**src/tpm_pkg.sv**
```systemverilog
// Shared constants for the three-phase PWM modulator
package tpm_pkg;
	// Scaling of the sample codes
	localparam int          ADC_W       = 12;
	localparam logic [11:0] ADC_FULL    = 12'hfff;
	localparam logic [11:0] ADC_MID     = 12'h800;
	localparam int          BUS_FULL_MV = 111000;
	localparam int          OV_MV       = 28000;
	localparam int          UV_MV       = 12000;
	localparam logic [11:0] OV_CODE     = 12'(OV_MV * 4095 / BUS_FULL_MV);
	localparam logic [11:0] UV_CODE     = 12'(UV_MV * 4095 / BUS_FULL_MV);
	// Timing
	localparam int CLK_MHZ       = 50;
	localparam int OFFSET_CAL_US = 1000;
	localparam int OPEN_LOOP_US  = 2000;
	localparam int POS_LIMIT_US  = 500;
	localparam int CAR_DIV       = 2;
	// Register offsets (byte addresses)
	localparam logic [7:0] REG_CMD   = 8'h00;
	localparam logic [7:0] REG_CFG   = 8'h04;
	localparam logic [7:0] REG_REFU  = 8'h08;
	localparam logic [7:0] REG_REFV  = 8'h0c;
	localparam logic [7:0] REG_REFW  = 8'h10;
	localparam logic [7:0] REG_VCMD  = 8'h14;
	localparam logic [7:0] REG_DAC   = 8'h18;
	localparam logic [7:0] REG_STATE = 8'h1c;
	localparam logic [7:0] REG_BUS   = 8'h20;
	localparam logic [7:0] REG_MODF  = 8'h24;
	localparam logic [7:0] REG_ISTAT = 8'h28;
	localparam logic [7:0] REG_IMASK = 8'h2c;
	// Field positions
	localparam int CMD_DRIVE = 0;
	localparam int CMD_STOP  = 1;
	localparam int CMD_RESET = 2;
	localparam int CFG_SHUNT = 2;
	localparam int IS_OV     = 0;
	localparam int IS_UV     = 1;
	localparam int IS_OC     = 2;
	localparam int IS_POS    = 3;
	localparam int IS_W      = 4;
	// Reset values
	localparam logic [1:0]  CFG_MOD_RST = 2'h1;
	localparam logic [11:0] DAC_RST     = 12'hfff;
	// Modulation schemes
	localparam logic [1:0] carrier_compare_scheme = 2'h0;
	localparam logic [1:0] third_harmonic_scheme  = 2'h1;
	localparam logic [1:0] two_phase_scheme       = 2'h2;
	typedef enum logic [2:0] {
		SYS_STOPPED = 3'b001,
		SYS_DRIVING = 3'b010,
		SYS_ABNORMAL = 3'b100
	} tpm_sys_t;
	typedef enum logic [7:0] {
		offset_cal_running      = 8'b0000_0001,
		offset_cal_done         = 8'b0000_0010,
		position_detect_running = 8'b0000_0100,
		position_detect_done    = 8'b0000_1000,
		open_loop_start         = 8'b0001_0000,
		closed_loop_drive       = 8'b0010_0000,
		drive_brake             = 8'b0100_0000,
		drive_end               = 8'b1000_0000
	} tpm_run_t;
endpackage

```
**src/tpm_modulator.sv**
```systemverilog
// Three-phase PWM modulator with bus monitor, current protection and drive sequencer
// Function
// - Bus voltage codes 0 to fff map linearly onto 0 V to 111 V.
// - Bus voltage feeds the modulation factor and over/undervoltage checks.
// - Any bus voltage abnormality forces all PWM outputs inactive.
// - Single-shunt mode samples link current, -5 A to 5 A onto 0 to fff.
// - Three-shunt mode samples U, V, W currents, same scaling per channel.
// - Current compared with internal reference for overcurrent and position threshold.
// - Modulation factor is commanded voltage divided by bus voltage.
// - A phase switch is on while its command exceeds the triangle carrier.
// - Third harmonic offset is half of max plus min, subtracted from each phase.
// - Two-phase offset is max minus half bus voltage, subtracted from each phase.
// - Scheme select 0 carrier, 1 third harmonic (default), 2 two-phase.
// - System state is one of stopped, driving, abnormal.
// - Run state changes only on events or on a finished step.
// - Host raises stop, drive, reset; the block raises error on faults.
// - Driving steps offset cal, done, position detect, done, open loop, closed loop, stop.
// - Bus voltage above 28 V flags overvoltage and disables all six outputs.
// - Bus voltage below 12 V flags undervoltage and disables all six outputs.
//
// The address map and the strobed register port were decided locally.
`timescale 1ns/100ps
`default_nettype none
module tpm_modulator
	import tpm_pkg::*;
#(
	parameter int OFFSET_CAL_CYC = OFFSET_CAL_US * CLK_MHZ,
	parameter int OPEN_LOOP_CYC  = OPEN_LOOP_US * CLK_MHZ,
	parameter int POS_LIMIT_CYC  = POS_LIMIT_US * CLK_MHZ
) (
	input  wire logic        clk,
	input  wire logic        rst,
	input  wire logic [7:0]  addr,
	input  wire logic [31:0] wdata,
	input  wire logic        wr,
	input  wire logic        rd,
	output logic      [31:0] rdata,
	input  wire logic [11:0] bus_voltage_channel,
	input  wire logic        bus_valid,
	input  wire logic [11:0] shunt_current_channel,
	input  wire logic [11:0] u_current_channel,
	input  wire logic [11:0] v_current_channel,
	input  wire logic [11:0] w_current_channel,
	input  wire logic        current_valid,
	input  wire logic        overcurrent_comparator,
	output logic      [5:0]  pwm_out,
	output logic             forced_output_shutoff,
	output logic             irq
);
	// Magnitude of a current code about mid scale
	function automatic logic [11:0] cur_mag(input logic [11:0] c);
		cur_mag = (c >= ADC_MID) ? (c - ADC_MID) : (ADC_MID - c);
	endfunction
	function automatic logic signed [13:0] max3(input logic signed [13:0] a, b, c);
		logic signed [13:0] m;
		m = (a > b) ? a : b;
		max3 = (m > c) ? m : c;
	endfunction
	function automatic logic signed [13:0] min3(input logic signed [13:0] a, b, c);
		logic signed [13:0] m;
		m = (a < b) ? a : b;
		min3 = (m < c) ? m : c;
	endfunction

	// Registers
	logic [1:0]  modulation_select;
	logic        three_shunt;
	logic [15:0] ref_u;
	logic [15:0] ref_v;
	logic [15:0] ref_w;
	logic [11:0] vcmd;
	logic [11:0] dac_ref;
	logic [11:0] bus_code;
	logic [11:0] cur_peak;
	logic [15:0] mod_factor;
	logic [IS_W-1:0] istat;
	logic [IS_W-1:0] imask;
	tpm_sys_t    sys_state;
	tpm_run_t    run_state;
	logic [31:0] cnt;
	logic        ov_now;
	logic        uv_now;

	// Bus decode
	wire wr_cmd   = wr && addr == REG_CMD;
	wire wr_istat = wr && addr == REG_ISTAT;
	wire ev_drive = wr_cmd && wdata[CMD_DRIVE];
	wire ev_stop  = wr_cmd && wdata[CMD_STOP];
	wire ev_reset = wr_cmd && wdata[CMD_RESET];

	// Comparator pin: three flops, a change counts once the last two agree
	logic [2:0] oc_sync;
	logic       oc_pin;
	always_ff @(posedge clk or posedge rst) begin
		if (rst) begin
			oc_sync <= 3'h0;
			oc_pin  <= 1'b0;
		end else begin
			oc_sync <= {oc_sync[1:0], overcurrent_comparator};
			if (oc_sync[1] == oc_sync[2])
				oc_pin <= oc_sync[2];
		end
	end

	// Bus voltage checks use the latest sample only
	wire ov_det = bus_valid && bus_voltage_channel > OV_CODE;
	wire uv_det = bus_valid && bus_voltage_channel < UV_CODE;

	// Current magnitude from whichever shunt arrangement is selected
	wire [11:0] mag_s = cur_mag(shunt_current_channel);
	wire [11:0] mag_u = cur_mag(u_current_channel);
	wire [11:0] mag_v = cur_mag(v_current_channel);
	wire [11:0] mag_w = cur_mag(w_current_channel);
	wire [11:0] mag_uv = (mag_u > mag_v) ? mag_u : mag_v;
	wire [11:0] mag_3 = (mag_uv > mag_w) ? mag_uv : mag_w;
	wire [11:0] mag = three_shunt ? mag_3 : mag_s;
	// Same reference serves both the trip level and the position threshold
	wire over_ref = current_valid && mag > dac_ref;
	wire in_pos = run_state == position_detect_running;
	wire pos_hit = in_pos && over_ref;
	wire oc_det = (over_ref && !in_pos) || oc_pin;
	wire fault = ov_det || uv_det || oc_det;

	// Sample latches
	always_ff @(posedge clk or posedge rst) begin
		if (rst) begin
			bus_code <= 12'h000;
			ov_now   <= 1'b0;
			uv_now   <= 1'b0;
		end else if (bus_valid) begin
			bus_code <= bus_voltage_channel;
			ov_now   <= ov_det;
			uv_now   <= uv_det;
		end
	end

	always_ff @(posedge clk or posedge rst) begin
		if (rst)
			cur_peak <= 12'h000;
		else if (current_valid)
			cur_peak <= mag;
	end

	// Configuration and reference registers
	always_ff @(posedge clk or posedge rst) begin
		if (rst) begin
			modulation_select <= CFG_MOD_RST;
			three_shunt       <= 1'b0;
			ref_u   <= 16'h0000;
			ref_v   <= 16'h0000;
			ref_w   <= 16'h0000;
			vcmd    <= 12'h000;
			dac_ref <= DAC_RST;
			imask   <= '0;
		end else if (wr) begin
			if (addr == REG_CFG) begin
				modulation_select <= wdata[1:0];
				three_shunt       <= wdata[CFG_SHUNT];
			end
			if (addr == REG_REFU)
				ref_u <= wdata[15:0];
			if (addr == REG_REFV)
				ref_v <= wdata[15:0];
			if (addr == REG_REFW)
				ref_w <= wdata[15:0];
			if (addr == REG_VCMD)
				vcmd <= wdata[11:0];
			if (addr == REG_DAC)
				dac_ref <= wdata[11:0];
			if (addr == REG_IMASK)
				imask <= wdata[IS_W-1:0];
		end
	end

	// Sticky status; a new event wins over a write-one clear
	wire [IS_W-1:0] ev_set = {pos_hit, oc_det, uv_det, ov_det};
	wire [IS_W-1:0] ev_clr = wr_istat ? wdata[IS_W-1:0] : '0;
	always_ff @(posedge clk or posedge rst) begin
		if (rst)
			istat <= '0;
		else
			istat <= (istat & ~ev_clr) | ev_set;
	end

	always_ff @(posedge clk or posedge rst) begin
		if (rst)
			irq <= 1'b0;
		else
			irq <= |(((istat & ~ev_clr) | ev_set) & imask);
	end

	// Sequencer step conditions
	wire cnt_cal  = cnt >= 32'(OFFSET_CAL_CYC - 1);
	wire cnt_open = cnt >= 32'(OPEN_LOOP_CYC - 1);
	wire cnt_pos  = cnt >= 32'(POS_LIMIT_CYC - 1);
	wire pos_fail = in_pos && cnt_pos;
	wire err_ev = fault || pos_fail;

	// System and run states move only on events or on a finished step
	tpm_sys_t next_sys;
	tpm_run_t next_run;
	always_comb begin
		next_sys = sys_state;
		next_run = run_state;
		unique case (sys_state)
			SYS_STOPPED: begin
				if (err_ev) begin
					next_sys = SYS_ABNORMAL;
				end else if (ev_drive) begin
					next_sys = SYS_DRIVING;
					next_run = offset_cal_running;
				end
			end
			SYS_DRIVING: begin
				if (err_ev) begin
					next_sys = SYS_ABNORMAL;
					next_run = drive_end;
				end else if (ev_stop) begin
					next_run = drive_end;
				end else begin
					unique case (run_state)
						offset_cal_running:
							if (cnt_cal)
								next_run = offset_cal_done;
						offset_cal_done:
							next_run = position_detect_running;
						position_detect_running:
							if (pos_hit)
								next_run = position_detect_done;
						position_detect_done:
							next_run = open_loop_start;
						open_loop_start:
							if (cnt_open)
								next_run = closed_loop_drive;
						closed_loop_drive:
							next_run = closed_loop_drive;
						drive_brake:
							next_run = drive_brake; // No action, held
						drive_end:
							next_sys = SYS_STOPPED;
					endcase
				end
			end
			SYS_ABNORMAL: begin
				if (ev_reset && !fault) begin
					next_sys = SYS_STOPPED;
					next_run = drive_end;
				end
			end
		endcase
	end

	always_ff @(posedge clk or posedge rst) begin
		if (rst) begin
			sys_state <= SYS_STOPPED;
			run_state <= drive_end;
		end else begin
			sys_state <= next_sys;
			run_state <= next_run;
		end
	end

	// Step timer restarts on every run state change
	always_ff @(posedge clk or posedge rst) begin
		if (rst)
			cnt <= 32'h0;
		else if (next_run != run_state)
			cnt <= 32'h0;
		else
			cnt <= cnt + 32'h1;
	end

	// Modulation factor vcmd/bus in Q12, sequential so no wide divider
	logic [23:0] div_rem;
	logic [11:0] div_den;
	logic [23:0] div_quo;
	logic [4:0]  div_n;
	wire         div_busy = div_n != 5'h0;
	wire [24:0]  div_try = {div_rem, 1'b0};
	wire [24:0]  div_den_s = {1'b0, div_den, 12'h000};
	always_ff @(posedge clk or posedge rst) begin
		if (rst) begin
			div_rem    <= 24'h0;
			div_den    <= 12'h0;
			div_quo    <= 24'h0;
			div_n      <= 5'h0;
			mod_factor <= 16'h0;
		end else if (!div_busy && bus_valid) begin
			div_rem <= {12'h000, vcmd};
			div_den <= bus_voltage_channel;
			div_quo <= 24'h0;
			div_n   <= 5'd25;
		end else if (div_busy) begin
			div_n <= div_n - 5'h1;
			if (div_den == 12'h000) begin
				div_n      <= 5'h0;
				mod_factor <= 16'hffff; // Saturate on a dead bus
			end else if (div_n == 5'h1) begin
				mod_factor <= (|div_quo[23:16]) ? 16'hffff : div_quo[15:0];
			end else if (div_try >= div_den_s) begin
				div_rem <= 24'(div_try - div_den_s);
				div_quo <= {div_quo[22:0], 1'b1};
			end else begin
				div_rem <= div_try[23:0];
				div_quo <= {div_quo[22:0], 1'b0};
			end
		end
	end

	// Offset injection for the selected scheme
	wire signed [13:0] ru = 14'(signed'(ref_u));
	wire signed [13:0] rv = 14'(signed'(ref_v));
	wire signed [13:0] rw = 14'(signed'(ref_w));
	wire signed [13:0] r_max = max3(ru, rv, rw);
	wire signed [13:0] r_min = min3(ru, rv, rw);
	wire signed [13:0] half_bus = signed'({3'b000, bus_code[11:1]});
	wire signed [13:0] off_th = 14'((15'(r_max) + 15'(r_min)) >>> 1);
	wire signed [13:0] off_2p = r_max - half_bus;
	wire signed [13:0] vo = (modulation_select == two_phase_scheme) ? off_2p :
		(modulation_select == carrier_compare_scheme) ? 14'sh0 : off_th;
	wire signed [13:0] cu = ru - vo;
	wire signed [13:0] cv = rv - vo;
	wire signed [13:0] cw = rw - vo;

	// Triangle carrier spanning the signed code range, stepped by a divider enable
	logic [7:0]  div_cnt;
	logic        car_en;
	logic signed [13:0] carrier;
	logic        car_up;
	always_ff @(posedge clk or posedge rst) begin
		if (rst) begin
			div_cnt <= 8'h0;
			car_en  <= 1'b0;
		end else begin
			car_en  <= div_cnt == 8'(CAR_DIV - 1);
			div_cnt <= (div_cnt == 8'(CAR_DIV - 1)) ? 8'h0 : div_cnt + 8'h1;
		end
	end

	always_ff @(posedge clk or posedge rst) begin
		if (rst) begin
			carrier <= -14'sd2048;
			car_up  <= 1'b1;
		end else if (car_en) begin
			if (car_up && carrier >= 14'sd2047)
				car_up <= 1'b0;
			else if (!car_up && carrier <= -14'sd2047)
				car_up <= 1'b1;
			carrier <= car_up ? ((carrier >= 14'sd2047) ? carrier - 14'sd1 : carrier + 14'sd1)
				: ((carrier <= -14'sd2047) ? carrier + 14'sd1 : carrier - 14'sd1);
		end
	end

	// Outputs on only in the switching sub-states and with a sound bus
	wire run_sw = sys_state == SYS_DRIVING && (in_pos ||
		run_state == open_loop_start || run_state == closed_loop_drive);
	wire shut = fault || ov_now || uv_now || sys_state == SYS_ABNORMAL;
	wire [2:0] hi = {cw > carrier, cv > carrier, cu > carrier};
	always_ff @(posedge clk or posedge rst) begin
		if (rst) begin
			pwm_out <= 6'h00;
			forced_output_shutoff <= 1'b0;
		end else begin
			forced_output_shutoff <= shut;
			if (shut || !run_sw)
				pwm_out <= 6'h00;
			else
				pwm_out <= {~hi[2], hi[2], ~hi[1], hi[1], ~hi[0], hi[0]};
		end
	end

	// Read mux; unmapped addresses read zero
	logic [31:0] rd_mux;
	always_comb begin
		rd_mux = 32'h0;
		unique case (addr)
			REG_CFG:   rd_mux = {29'h0, three_shunt, modulation_select};
			REG_REFU:  rd_mux = {16'h0, ref_u};
			REG_REFV:  rd_mux = {16'h0, ref_v};
			REG_REFW:  rd_mux = {16'h0, ref_w};
			REG_VCMD:  rd_mux = {20'h0, vcmd};
			REG_DAC:   rd_mux = {20'h0, dac_ref};
			REG_STATE: rd_mux = {4'h0, cur_peak, 5'h0, sys_state, run_state};
			REG_BUS:   rd_mux = {20'h0, bus_code};
			REG_MODF:  rd_mux = {16'h0, mod_factor};
			REG_ISTAT: rd_mux = {28'h0, istat};
			REG_IMASK: rd_mux = {28'h0, imask};
			default:   rd_mux = 32'h0;
		endcase
	end

	always_ff @(posedge clk or posedge rst) begin
		if (rst)
			rdata <= 32'h0;
		else
			rdata <= rd ? rd_mux : 32'h0;
	end
endmodule
`default_nettype wire

```
**config.mk**
```make
export PLATFORM = sky130hd
export DESIGN_NAME = tpm_modulator
export DESIGN_NICKNAME = d
export VERILOG_FILES = /design/src/tpm_pkg.sv /design/src/tpm_modulator.sv
export SDC_FILE = /design/constraint.sdc
export NUM_CORES = 1
export LEC_CHECK = 0
export BUFFER_PORTS_ARGS = -buffer_cell sky130_fd_sc_hd__buf_2
export CAP_MARGIN = 20
export CORE_ASPECT_RATIO = 0.5
export CORE_UTILIZATION = 55
export CTS_BUF_LIST = sky130_fd_sc_hd__clkbuf_16
export DETAILED_ROUTE_END_ITERATION = 6
export PLACE_DENSITY = 0.84
export SYNTH_ARGS = -nofsm -noshare
export SYNTH_HDL_FRONTEND = slang
export SYNTH_SLANG_ARGS = --single-unit
```
**constraint.sdc**
```tcl
create_clock -name clk -period 15.2 [get_ports clk]
set_clock_uncertainty 0.05 [all_clocks]
set_input_delay 2.28 -clock clk [delete_from_list [all_inputs] [get_ports clk]]
set_output_delay 2.28 -clock clk [all_outputs]
set_load 0.005 [all_outputs]
```
After elaboration in Yosys (flattened, before gate mapping)
Cells that the tools add are included.
{"block": "word_totals", "in_bits": 107, "register_bits": 301}
{"block": "op_classes", "eq_ne": 33, "muxes": 57, "bitwise_logic": 8, "n_lt_le_gt_ge": 22, "reduce_logical": 51, "add_sub_neg": 19}
{"op": "$pmux W28 S11", "count": 1}
{"op": "$mux W24", "count": 9}
{"op": "$mux W14", "count": 9}
{"op": "$mux W12", "count": 7}
{"op": "$mux W8", "count": 9}
{"op": "$gt A14 B14 Y1", "count": 5}
{"op": "$mux W32", "count": 2}
{"op": "$pmux W8 S7", "count": 1}
{"op": "$ge A12 B12 Y1 const B", "count": 4}
{"op": "$mux W16", "count": 3}
{"op": "$sub A12 B12 Y12 const A", "count": 4}
{"op": "$sub A12 B12 Y12 const B", "count": 4}
{"op": "$sub A14 B14 Y14", "count": 3}
{"op": "$eq A8 B5 Y1 const B", "count": 5}
{"op": "$eq A8 B6 Y1 const B", "count": 5}
{"op": "$gt A12 B12 Y1", "count": 3}
{"op": "$add A32 B1 Y32 const B", "count": 1}
{"op": "$ge A32 B15 Y1 const B", "count": 1}
{"op": "$ge A32 B16 Y1 const B", "count": 1}
{"op": "$ge A32 B17 Y1 const B", "count": 1}
{"op": "$lt A14 B14 Y1", "count": 2}
{"op": "$ge A25 B24 Y1", "count": 1}
{"op": "$eq A8 B4 Y1 const B", "count": 3}
{"op": "$pmux W8 S3", "count": 1}
{"op": "other kinds (49)", "count": 105}

Longest topological paths before layout
Gate-level depths: netlist of the first run.
{"block": "depth", "word_depth": 18, "mapped_depth": 46, "mapped_depth_nobuf": 42}

Worst setup path after synthesis of the first run
OpenSTA, ideal clock, no wires.
{"block": "synth_path", "path_type": "input port to flip-flop", "from": "in u_current_channel[5]", "to": "reg cnt[24]", "path_buffers": 4, "required_time_ns": 15.080, "path_stages": 36, "arrival_time_ns": 9.225, "setup_time_ns": 0.070, "path_slack_ns": 5.855, "path_cell_list": "nor4_1 -> nor2b_1 -> a21oi_1 -> xnor2_1 -> ha_1 -> a21o_1 -> a21o_1 -> a21o_1 -> a21o_1 -> a221oi_1 -> a21oi_1 -> clkbuf_1 -> mux2i_1 -> ha_1 -> a21o_1 -> a21o_1 -> a21oi_1 -> o21ai_0 -> o22ai_1 -> clkbuf_1 -> nand2_1 -> nand2_1 -> o22ai_1 -> ha_1 -> a21o_1 -> a21o_1 -> a21oi_1 -> nand2_1 -> o211a_1 -> a2111o_1 -> buf_6 -> or2_4 -> a222oi_1 -> o211ai_2 -> buf_6 -> nor2_2"}
{"block": "synth_via", "elab_chain_len": 18}
{"element": "start, declared", "line_no": "tpm_modulator.sv:41", "source": "input wire logic [11:0] u_current_channel,"}
{"element": "$sub A12 B12 Y12 / $ge A12 B12 Y1 (equally long branches)", "line_no": "tpm_modulator.sv:52", "source": "cur_mag = (c >= ADC_MID) ? (c - ADC_MID) : (ADC_MID - c);"}
{"element": "$mux W12 (*)", "line_no": "tpm_modulator.sv:52"}
{"element": "$gt A12 B12 Y1", "line_no": "tpm_modulator.sv:114", "source": "wire [11:0] mag_uv = (mag_u > mag_v) ? mag_u : mag_v;"}
{"element": "$mux W12 (*)", "line_no": "tpm_modulator.sv:114"}
{"element": "$gt A12 B12 Y1", "line_no": "tpm_modulator.sv:115", "source": "wire [11:0] mag_3 = (mag_uv > mag_w) ? mag_uv : mag_w;"}
{"element": "$mux W12 (*)", "line_no": "tpm_modulator.sv:115"}
{"element": "$mux W12 (*)", "line_no": "tpm_modulator.sv:116", "source": "wire [11:0] mag = three_shunt ? mag_3 : mag_s;"}
{"element": "named net mag[9]", "line_no": "tpm_modulator.sv:116"}
{"element": "$gt A12 B12 Y1 (*)", "line_no": "tpm_modulator.sv:118", "source": "wire over_ref = current_valid && mag > dac_ref;"}
{"element": "$logic_and A1 B1 Y1 (*)", "line_no": "tpm_modulator.sv:118"}
{"element": "branches (longest 6 deep; another with $mux W8)"}
{"element": "$pmux W8 S3 (*)", "line_no": "tpm_modulator.sv:205", "source": "unique case (sys_state)"}
{"element": "$ne A8 B8 Y1 (*)", "line_no": "tpm_modulator.sv:267", "source": "else if (next_run != run_state)"}
{"element": "$mux W32 (*)", "line_no": "tpm_modulator.sv:267"}
{"element": "end signal, assigned", "line_no": "tpm_modulator.sv:270", "source": "cnt <= cnt + 32'h1;"}
{"element": "end, declared", "line_no": "tpm_modulator.sv:80", "source": "logic [31:0] cnt;"}
Mark *: on every way through the listed nets, which the timed path passes.
A chain may end at the register's enable or synchronous reset.

Worst setup path after layout of the first run
{"block": "layout_path", "from": "reg ref_v[4]", "to": "reg pwm_out[1]"}
{"block": "layout_via", "elab_chain_len": 11}
{"element": "start, declared", "line_no": "tpm_modulator.sv:69", "source": "logic [15:0] ref_v;"}
{"element": "start signal, assigned", "line_no": "tpm_modulator.sv:163", "source": "ref_v <= wdata[15:0];"}
{"element": "$gt A14 B14 Y1 / $lt A14 B14 Y1 (equally long branches)", "line_no": "tpm_modulator.sv:56, tpm_modulator.sv:61"}
{"element": "$mux W14, on equally long branches", "line_no": "tpm_modulator.sv:56, tpm_modulator.sv:61"}
{"element": "$gt A14 B14 Y1 / $lt A14 B14 Y1 (equally long branches)", "line_no": "tpm_modulator.sv:57, tpm_modulator.sv:62"}
{"element": "$mux W14, on equally long branches", "line_no": "tpm_modulator.sv:57, tpm_modulator.sv:62"}
{"element": "$add A14 B14 Y15", "line_no": "tpm_modulator.sv:317", "source": "wire signed [13:0] off_th = 14'((15'(r_max) + 15'(r_min)) >>> 1);"}
{"element": "$mux W14", "line_no": "tpm_modulator.sv:320", "source": "(modulation_select == carrier_compare_scheme) ? 14'sh0 : off_th;"}
{"element": "$mux W14 (*)", "line_no": "tpm_modulator.sv:319", "source": "wire signed [13:0] vo = (modulation_select == two_phase_scheme) ? off_2p :"}
{"element": "$sub A14 B14 Y14 (*)", "line_no": "tpm_modulator.sv:321", "source": "wire signed [13:0] cu = ru - vo;"}
{"element": "$gt A14 B14 Y1 (*)", "line_no": "tpm_modulator.sv:358", "source": "wire [2:0] hi = {cw > carrier, cv > carrier, cu > carrier};"}
{"element": "$not A1 Y1 (*)", "line_no": "tpm_modulator.sv:368", "source": "pwm_out <= {~hi[2], hi[2], ~hi[1], hi[1], ~hi[0], hi[0]};"}
{"element": "$mux W6 (*)", "line_no": "tpm_modulator.sv:365", "source": "if (shut || !run_sw)"}
{"element": "end signal, assigned", "line_no": "tpm_modulator.sv:368"}
{"element": "end, declared", "line_no": "tpm_modulator.sv:46", "source": "output logic [5:0] pwm_out,"}
Mark *: on every way between the ends. The rest lies on a longest branch, timed or not.

==> impl_metrics.prom, run 1 <==
# TYPE chip_impl_metric gauge
chip_impl_info{name="worst_hold_path_type",value="reg2reg"} 1
chip_impl_metric{name="worst-path-max-fanout",unit=""} 25
chip_impl_metric{name="grt_start_max_net_pins",unit=""} 153
chip_impl_metric{name="grt_first_pass_wirelength",unit="um"} 91300
chip_impl_metric{name="timing.hold.ws",unit="ns"} 0.301
chip_impl_metric{name="total_design_power",unit="mW"} 3.12
chip_impl_metric{name="max_cap_violations",unit=""} 0
chip_impl_metric{name="numnets_final",unit=""} 2791
chip_impl_metric{name="globalRouteTotalUtil",unit=""} 0.288
chip_impl_metric{name="postRouteAntennaNets",unit=""} 0
chip_impl_metric{name="nFillCells",unit=""} 3047
chip_impl_metric{name="core.rowCount",unit=""} 50
chip_impl_metric{name="setup_viol",unit=""} 0
chip_impl_metric{name="finalHoldViolations",unit=""} 0
chip_impl_metric{name="cts.reportedPaths.clkPinSlew",unit="ns"} 0.07
chip_impl_metric{name="htreeDepth",unit=""} 1
chip_impl_info{name="path_class",value="reg2reg"} 1
chip_impl_metric{name="die-height",unit="um"} 141
chip_impl_metric{name="io_pins",unit=""} 147
chip_impl_metric{name="leakagePower",unit="nW"} 11.1
chip_impl_metric{name="postSynthRegisterBits",unit=""} 297
chip_impl_metric{name="gpl.final_weighted_congestion",unit=""} 0.999
chip_impl_metric{name="post_cts_resize_count",unit=""} 0
chip_impl_info{name="setup.worst_path.start_class",value="flip-flop"} 1
chip_impl_metric{name="total_number_of_vias",unit=""} 18500
chip_impl_metric{name="worst-slew-pin-transition",unit="ns"} 1.02
chip_impl_metric{name="die_width",unit="um"} 280
chip_impl_metric{name="min_period_over_period",unit=""} 0.680
chip_impl_metric{name="starting_density_of_the_core",unit=""} 0.564
chip_impl_info{name="ys_top_cells_by_area",value="dfrtp_1, ha_1, mux2_2"} 1
chip_impl_info{name="most_common_cell_after_layout_fill_and_taps_aside",value="dfrtp_1"} 1
chip_impl_metric{name="ir_worst_vdd",unit="mV"} 0.0965
chip_impl_metric{name="overflow",unit=""} 0
chip_impl_metric{name="synth_simple_gate_area_share",unit=""} 0.168
chip_impl_metric{name="worst_skew_pair.late_latency",unit="ns"} 0.60
chip_impl_metric{name="timing.max_slew.rel_slack",unit=""} 0.316
chip_impl_metric{name="synth.yosys.warnings",unit=""} 0
chip_impl_info{name="clockRootBuffer",value="clkbuf_16"} 1
chip_impl_metric{name="synthMuxAreaShare",unit=""} 0.0718
chip_impl_info{name="most-common-layout-cells",value="dfrtp_1, nand2_1, ha_1"} 1
chip_impl_metric{name="grt_antenna_before_repair",unit=""} 4
chip_impl_info{name="synth_top_cell_by_area",value="dfrtp_1"} 1
chip_impl_info{name="largest_family_of_logic_cells_by_synthesized_area",value="compound AO/OA/AOI/OAI gates"} 1
chip_impl_metric{name="design.die.area",unit="mm^2"} 0.0395
chip_impl_metric{name="wl_per_cell",unit="um"} 19.2
chip_impl_metric{name="synthDominantCellAreaShare",unit=""} 0.327
chip_impl_metric{name="areaGrowthSynthToFinish",unit="%"} 9.94
chip_impl_metric{name="dp.final_hpwl",unit="um"} 43400
chip_impl_metric{name="cts.sink_count",unit=""} 297
chip_impl_info{name="grt_setup_unrepaired",value="false"} 1
chip_impl_metric{name="hold_buffers",unit=""} 0
chip_impl_metric{name="report.final.slew_viol_count",unit=""} 0
chip_impl_metric{name="postRouteWirelength",unit="um"} 57900
chip_impl_metric{name="cp.arrival",unit="ns"} 10.76
chip_impl_metric{name="synth_async_sr_flop_share",unit=""} 1.00
chip_impl_metric{name="post_synth_inst_count",unit=""} 2380
chip_impl_metric{name="synth.cell_area",unit="mm^2"} 0.0213
chip_impl_info{name="violations",value="design-rule violations"} 1
chip_impl_metric{name="final_design_area_no_fill",unit="mm^2"} 0.0234
chip_impl_metric{name="dr.pass1.iters",unit=""} 7
chip_impl_info{name="critical_path.endpoint_type",value="flip-flop"} 1
chip_impl_metric{name="fin_setup_tns",unit="ns"} 0
chip_impl_metric{name="core_region_area",unit="mm^2"} 0.0377
chip_impl_metric{name="postPlaceCellArea",unit="mm^2"} 0.0223
chip_impl_metric{name="grt_pass1_vias",unit=""} 17700
chip_impl_metric{name="fmaxAchievable",unit="MHz"} 96.7
chip_impl_metric{name="synth_compound_gate_area_share",unit=""} 0.176
chip_impl_metric{name="synth_adder_area_share",unit=""} 0.127
chip_impl_metric{name="cts_buffer_depth",unit=""} 3
chip_impl_info{name="critPathSlowestCell",value="a21o_1"} 1
chip_impl_metric{name="syn-mean-instance-area",unit="um^2"} 8.94
chip_impl_metric{name="drc",unit=""} 23
chip_impl_info{name="run_status",value="finished, violations left"} 1
chip_impl_info{name="tritoncts_clock_tree",value="built"} 1
chip_impl_metric{name="p_per_area",unit="mW/mm^2"} 134
chip_impl_metric{name="synth-edff-count",unit=""} 0
chip_impl_info{name="ys.flop_type",value="dfrtp_1"} 1
chip_impl_metric{name="count_of_buffers_inserted_at_the_top_level_ports",unit=""} 126
chip_impl_metric{name="routed_via_density",unit=""} 6.14
chip_impl_metric{name="final_layout_size_suffix_gt1_frac",unit=""} 0.147
chip_impl_metric{name="worstPathRequired",unit="ns"} 15.63
chip_impl_metric{name="yosysSeqAreaShare",unit=""} 0.351
chip_impl_metric{name="xor_and_xnor_area_share_after_synthesis",unit=""} 0.0584
chip_impl_metric{name="worst_path_largest_cell_delay",unit="ns"} 0.67
chip_impl_metric{name="netlist-cell-type-count",unit=""} 84
chip_impl_metric{name="dr.first_iter.drc_count",unit=""} 1869
chip_impl_metric{name="cts_setup_buffers",unit=""} 0
chip_impl_metric{name="tritoncts.num_buffers",unit=""} 28
chip_impl_metric{name="final.min_clock_period",unit="ns"} 10.34
## where the power goes
group,total [mW],internal (mW),switching (mW)
clock network,0.749,0.422,0.327
registers,1.04,0.919,0.122
logic,1.33,0.562,0.769
total,3.12,1.90,1.22
## flip-flops by register name, indices dropped and copies added, names as in the netlist, 12 cells and up
| signal | count |
|---|---|
| carrier | 14 |
| vcmd | 12 |
| bus_code | 12 |
| div_den | 12 |
| ref_w | 16 |
| cnt | 32 |
| rdata | 28 |
| dac_ref | 12 |
| ref_u | 16 |
| mod_factor | 16 |
| div_rem | 24 |
| ref_v | 16 |
| div_quo | 24 |
| cur_peak | 12 |
## metrics by stage
| step | utilization | std cells | setup slack [ns] |
|---|---|---|---|
| final | 0.620 | 3017 | 4.86 |
| after floorplan | - | 2383 | 4.70 |
| after global placement | 0.592 | 2957 | 4.75 |
| after detailed placement | 0.592 | 2957 | 4.54 |
| after CTS | 0.618 | 3008 | 4.43 |
| after global routing | 0.620 | 3017 | 4.17 |
## worst paths after layout
path / startpoint / end / slack, ns / cells past startpoint
max: ref_v[4] / pwm_out[1] / 4.86 / 36
min reg2reg: oc_sync[0] / oc_sync[1] / 0.30 / 0
min in group asynchronous: rst / div_quo[21] / 1.55 / 2
min: oc_sync[0] / oc_sync[1] / 0.30 / 0
max in group asynchronous: rst / pwm_out[0] / 11.29 / 5
max reg2reg: ref_v[4] / pwm_out[1] / 4.86 / 36
## cells in the mapped netlist, types with 18 or more instances
| master | count |
|---|---|
| a21o_1 | 40 |
| a21oi_1 | 153 |
| xnor2_1 | 95 |
| nor2b_1 | 32 |
| o21a_1 | 23 |
| dfstp_2 | 19 |
| clkbuf_1 | 76 |
| xor2_1 | 39 |
| ha_1 | 206 |
| inv_1 | 170 |
| nand2b_1 | 18 |
| a222oi_1 | 20 |
| nor2_1 | 179 |
| nor2_2 | 31 |
| o21ai_0 | 135 |
| a22o_1 | 19 |
| nand3_1 | 51 |
| nor4_1 | 31 |
| and3_1 | 28 |
| a31oi_1 | 32 |
| mux2_2 | 108 |
| nand2_1 | 252 |
| mux2i_1 | 31 |
| dfrtp_1 | 278 |
| nor3_1 | 44 |
| nand4_1 | 35 |
| a22oi_1 | 26 |
## metal layers
| layer | wire, um | up-vias | track usage |
|---|---|---|---|
| met5 | 0 | - | 0 |
| met2 | 26000 | 736 | 0.461 |
| li1 | - | 8692 | - |
| met3 | 4700 | 167 | 0.0451 |
| met1 | 24600 | 8944 | 0.392 |
| met4 | 2680 | 0 | 0.118 |
## cells by family (layout without fill, tap and decap cells)
logic type | after synthesis | count (layout)
adders and majority gates | 213 | 213
AOI/OAI and AO/OA | 581 | 581
xor gates and xnor gates | 137 | 137
other | 1 | 8
buffers and inverters | 260 | 370
and+or+nand+nor | 752 | 752
DFF | 297 | 297
muxes | 139 | 139
## worst max-delay path: cells and delay by family (launching register included)
family | cells | cell delay (ns)
adder cells (fa/ha/maj) | 5 | 1.66
XOR/XNOR | 2 | 0.44
AO/OA/AOI/OAI | 18 | 5.02
AND/OR/NAND/NOR | 8 | 1.75
multiplexers | 1 | 0.40
buffers and inverters | 2 | 0.34
flip-flops | 1 | 0.54
## cell type report
class	count	area, um^2	area share
timing repair buffer	149	841	0.0360
sequential	297	7460	0.319
clock buffer	28	701	0.0300
multi-input combinational	1826	12800	0.548
tap	520	651	0.0278
clock inverter	23	259	0.0111
antenna	4	10.0	0.000428
inverter	170	646	0.0276
Note: power is estimated with default switching activity, not from simulation.
==> run 2, diff against run 1 <==
clock period = 9.59 ns   (was 15.2 ns; I/O delays follow)
==> run 2 against run 1 <==
The run still ends with design-rule violations left. Sequential share of layout area fell by 0.36 points. Combinational power rose by 62%. Flip-flop and latch count did not move. Core utilization rose by 0.70 points. Critical path type unchanged.
==> impl_metrics.prom, run 2 (synthesis gave the netlist of run 1 again) <==
# TYPE chip_impl_metric gauge
chip_impl_info{name="most_common_cell_after_layout_fill_and_taps_aside",value="dfrtp_1"} 1
chip_impl_metric{name="nFillCells",unit=""} 2962
chip_impl_info{name="path_class",value="reg2reg"} 1
chip_impl_metric{name="setup_viol",unit=""} 0
chip_impl_metric{name="io_pins",unit=""} 147
chip_impl_metric{name="worst_skew_pair.late_latency",unit="ns"} 0.60
chip_impl_metric{name="total_number_of_vias",unit=""} 18700
chip_impl_metric{name="grt_start_max_net_pins",unit=""} 139
chip_impl_info{name="grt_setup_unrepaired",value="true"} 1
chip_impl_metric{name="postRouteWirelength",unit="um"} 58300
chip_impl_metric{name="core.rowCount",unit=""} 50
chip_impl_info{name="clockRootBuffer",value="clkbuf_16"} 1
chip_impl_metric{name="grt_first_pass_wirelength",unit="um"} 92900
chip_impl_info{name="top_regs",value="cnt: 32 flops, rdata: 28 flops"} 1
chip_impl_metric{name="fin_ws",unit="ns"} 0.398
chip_impl_metric{name="cts_buffer_depth",unit=""} 3
chip_impl_metric{name="length_of_routed_met2_wiring",unit="um"} 26200
chip_impl_metric{name="leakagePower",unit="nW"} 11.2
chip_impl_metric{name="largest_register_ff_count",unit=""} 32
chip_impl_metric{name="overflow",unit=""} 0
chip_impl_metric{name="die_width",unit="um"} 280
chip_impl_info{name="top_register",value="cnt"} 1
chip_impl_metric{name="min_period_over_period",unit=""} 0.958
chip_impl_metric{name="cts.reportedPaths.clkPinSlew",unit="ns"} 0.07
chip_impl_metric{name="die-height",unit="um"} 141
chip_impl_metric{name="hold_buffers",unit=""} 0
chip_impl_metric{name="wl_per_cell",unit="um"} 19.2
chip_impl_metric{name="numnets_final",unit=""} 2810
chip_impl_metric{name="dr.pass1.iters",unit=""} 7
chip_impl_metric{name="grt_antenna_before_repair",unit=""} 5
chip_impl_info{name="most-common-layout-cells",value="dfrtp_1, nand2_1, ha_1"} 1
chip_impl_metric{name="final_layout_size_suffix_gt1_frac",unit=""} 0.159
chip_impl_metric{name="dr.first_iter.drc_count",unit=""} 1691
chip_impl_metric{name="gpl.final_weighted_congestion",unit=""} 1.02
chip_impl_metric{name="design.die.area",unit="mm^2"} 0.0395
chip_impl_metric{name="met1Wirelength",unit="um"} 24900
chip_impl_info{name="critPathSlowestCell",value="dfrtp_1"} 1
chip_impl_metric{name="fmaxAchievable",unit="MHz"} 109
chip_impl_info{name="tritoncts_clock_tree",value="built"} 1
chip_impl_metric{name="dp.final_hpwl",unit="um"} 43900
chip_impl_metric{name="worst_path_largest_cell_delay",unit="ns"} 0.49
chip_impl_metric{name="tritoncts.num_buffers",unit=""} 28
chip_impl_metric{name="drc",unit=""} 5
chip_impl_metric{name="total_design_power",unit="mW"} 5.00
chip_impl_metric{name="starting_density_of_the_core",unit=""} 0.564
chip_impl_metric{name="p_per_area",unit="mW/mm^2"} 211
chip_impl_metric{name="final.min_clock_period",unit="ns"} 9.19
chip_impl_info{name="violations",value="design-rule violations"} 1
chip_impl_info{name="cpMostUsedCell",value="ha_1"} 1
chip_impl_metric{name="areaGrowthSynthToFinish",unit="%"} 11.2
chip_impl_metric{name="core_region_area",unit="mm^2"} 0.0377
chip_impl_info{name="critical_path.endpoint_type",value="flip-flop"} 1
chip_impl_metric{name="cp.arrival",unit="ns"} 9.63
chip_impl_metric{name="report.final.slew_viol_count",unit=""} 0
chip_impl_metric{name="timing.hold.ws",unit="ns"} 0.323
chip_impl_metric{name="count_of_buffers_inserted_at_the_top_level_ports",unit=""} 126
chip_impl_info{name="maxUsedRoutingLayer",value="met4"} 1
chip_impl_metric{name="ir_worst_vdd",unit="mV"} 0.169
chip_impl_metric{name="wl_met3",unit="um"} 4730
chip_impl_metric{name="worst_setup_slack_after_placement",unit="ns"} -0.166
chip_impl_metric{name="htreeDepth",unit=""} 1
chip_impl_metric{name="worstPathRequired",unit="ns"} 10.02
chip_impl_metric{name="worst-path-max-fanout",unit=""} 12
chip_impl_metric{name="max_cap_violations",unit=""} 0
chip_impl_metric{name="cts.sink_count",unit=""} 297
chip_impl_metric{name="timing.max_slew.rel_slack",unit=""} 0.297
chip_impl_metric{name="postRouteAntennaNets",unit=""} 0
chip_impl_metric{name="routed_via_density",unit=""} 6.15
chip_impl_info{name="run_status",value="finished, violations left"} 1
chip_impl_metric{name="globalRouteTotalUtil",unit=""} 0.294
chip_impl_metric{name="grt_pass1_vias",unit=""} 17900
chip_impl_info{name="worst_hold_path_type",value="reg2reg"} 1
chip_impl_metric{name="finalHoldViolations",unit=""} 0
chip_impl_metric{name="layout.core_utilization",unit=""} 0.627
chip_impl_metric{name="worst-slew-pin-transition",unit="ns"} 1.05
chip_impl_info{name="setup.worst_path.start_class",value="flip-flop"} 1
==> run 2: cell types whose count changed in the layout (fill, tap and decap cells not counted), moves of 3 or more <==
cell / before / now
buf_6: 0 / 3
nor4_2: 0 / 3
o21ai_0: 135 / 130
clkinv_1: 6 / 2
nor4_1: 31 / 28
a21oi_2: 2 / 6
a21oi_1: 151 / 147
o21ai_1: 12 / 17
inv_1: 173 / 178
buf_4: 19 / 34
==> run 2: path summary, 6_finish.rpt <==
| path | start | endpoint | slack (ns) | cells past startpoint |
|---|---|---|---|---|
| setup / recovery | ref_u[11] | pwm_out[1] | 0.40 | 39 |
| hold / removal | oc_sync[0] | oc_sync[1] | 0.32 | 0 |
| setup reg to reg | ref_u[11] | pwm_out[1] | 0.40 | 39 |
| hold reg to reg | oc_sync[0] | oc_sync[1] | 0.32 | 0 |
| max in group asynchronous | rst | div_cnt[3] | 6.75 | 5 |
| min in group asynchronous | rst | cnt[0] | 0.79 | 2 |
==> run 2: critical path, delay by kind of cell, from the launching register on <==
kind / cells / cell delay (ns)
buffers and inverters: 3 / 0.58
AO/OA/AOI/OAI: 18 / 3.64
XOR/XNOR: 2 / 0.51
multiplexers: 1 / 0.36
flip-flops: 1 / 0.49
adder cells (fa/ha/maj): 5 / 1.79
AND/OR/NAND/NOR: 10 / 1.68
==> run 2: cell type report <==
type | count | area, um^2 | share of cell area
clock inverters | 24 | 274 | 0.0116
well taps | 520 | 651 | 0.0275
diodes | 5 | 12.5 | 0.000529
clock buffers | 28 | 701 | 0.0296
inverters | 170 | 642 | 0.0271
multi-input cells | 1827 | 12900 | 0.546
flip-flops and latches | 297 | 7460 | 0.315
repair buffers | 167 | 992 | 0.0420
==> run 2: repair_timing <==
action / in CTS / in global routing
setup buffers: 0 / 2
pin swaps: 0 / 2
endpoints found under the setup margin: 2 / 38
cloned: 0 / 1
resized for setup: 2 / 24
==> run 2: where the power goes <==
part           switching (mW)  leakage (nW)  internal (mW)  total [mW]
Combinational            1.24          6.96          0.922        2.16
Sequential              0.187          3.76           1.46        1.64
Clock                   0.519         0.509          0.673        1.19
==> run 2: per-layer routing <==
layer  vias to the layer above  GRT usage
met4                         0      0.118
li1                       8730          -
met1                      9019      0.401
met2                       777      0.468
met5                         -          0
met3                       166     0.0481
==> run 2: metrics by stage <==
| step | TNS, ns | instances | area (um^2) |
|---|---|---|---|
| 2_1_floorplan | 0 | 2383 | 21300 |
| 3_3_place_gp | 0 | 2975 | 22500 |
| 3_5_place_dp | -4.33 | 2975 | 22500 |
| 4_1_cts | 0 | 3027 | 23500 |
| 5_1_grt | -0.623 | 3038 | 23600 |
| 6_report | 0 | 3038 | 23600 |
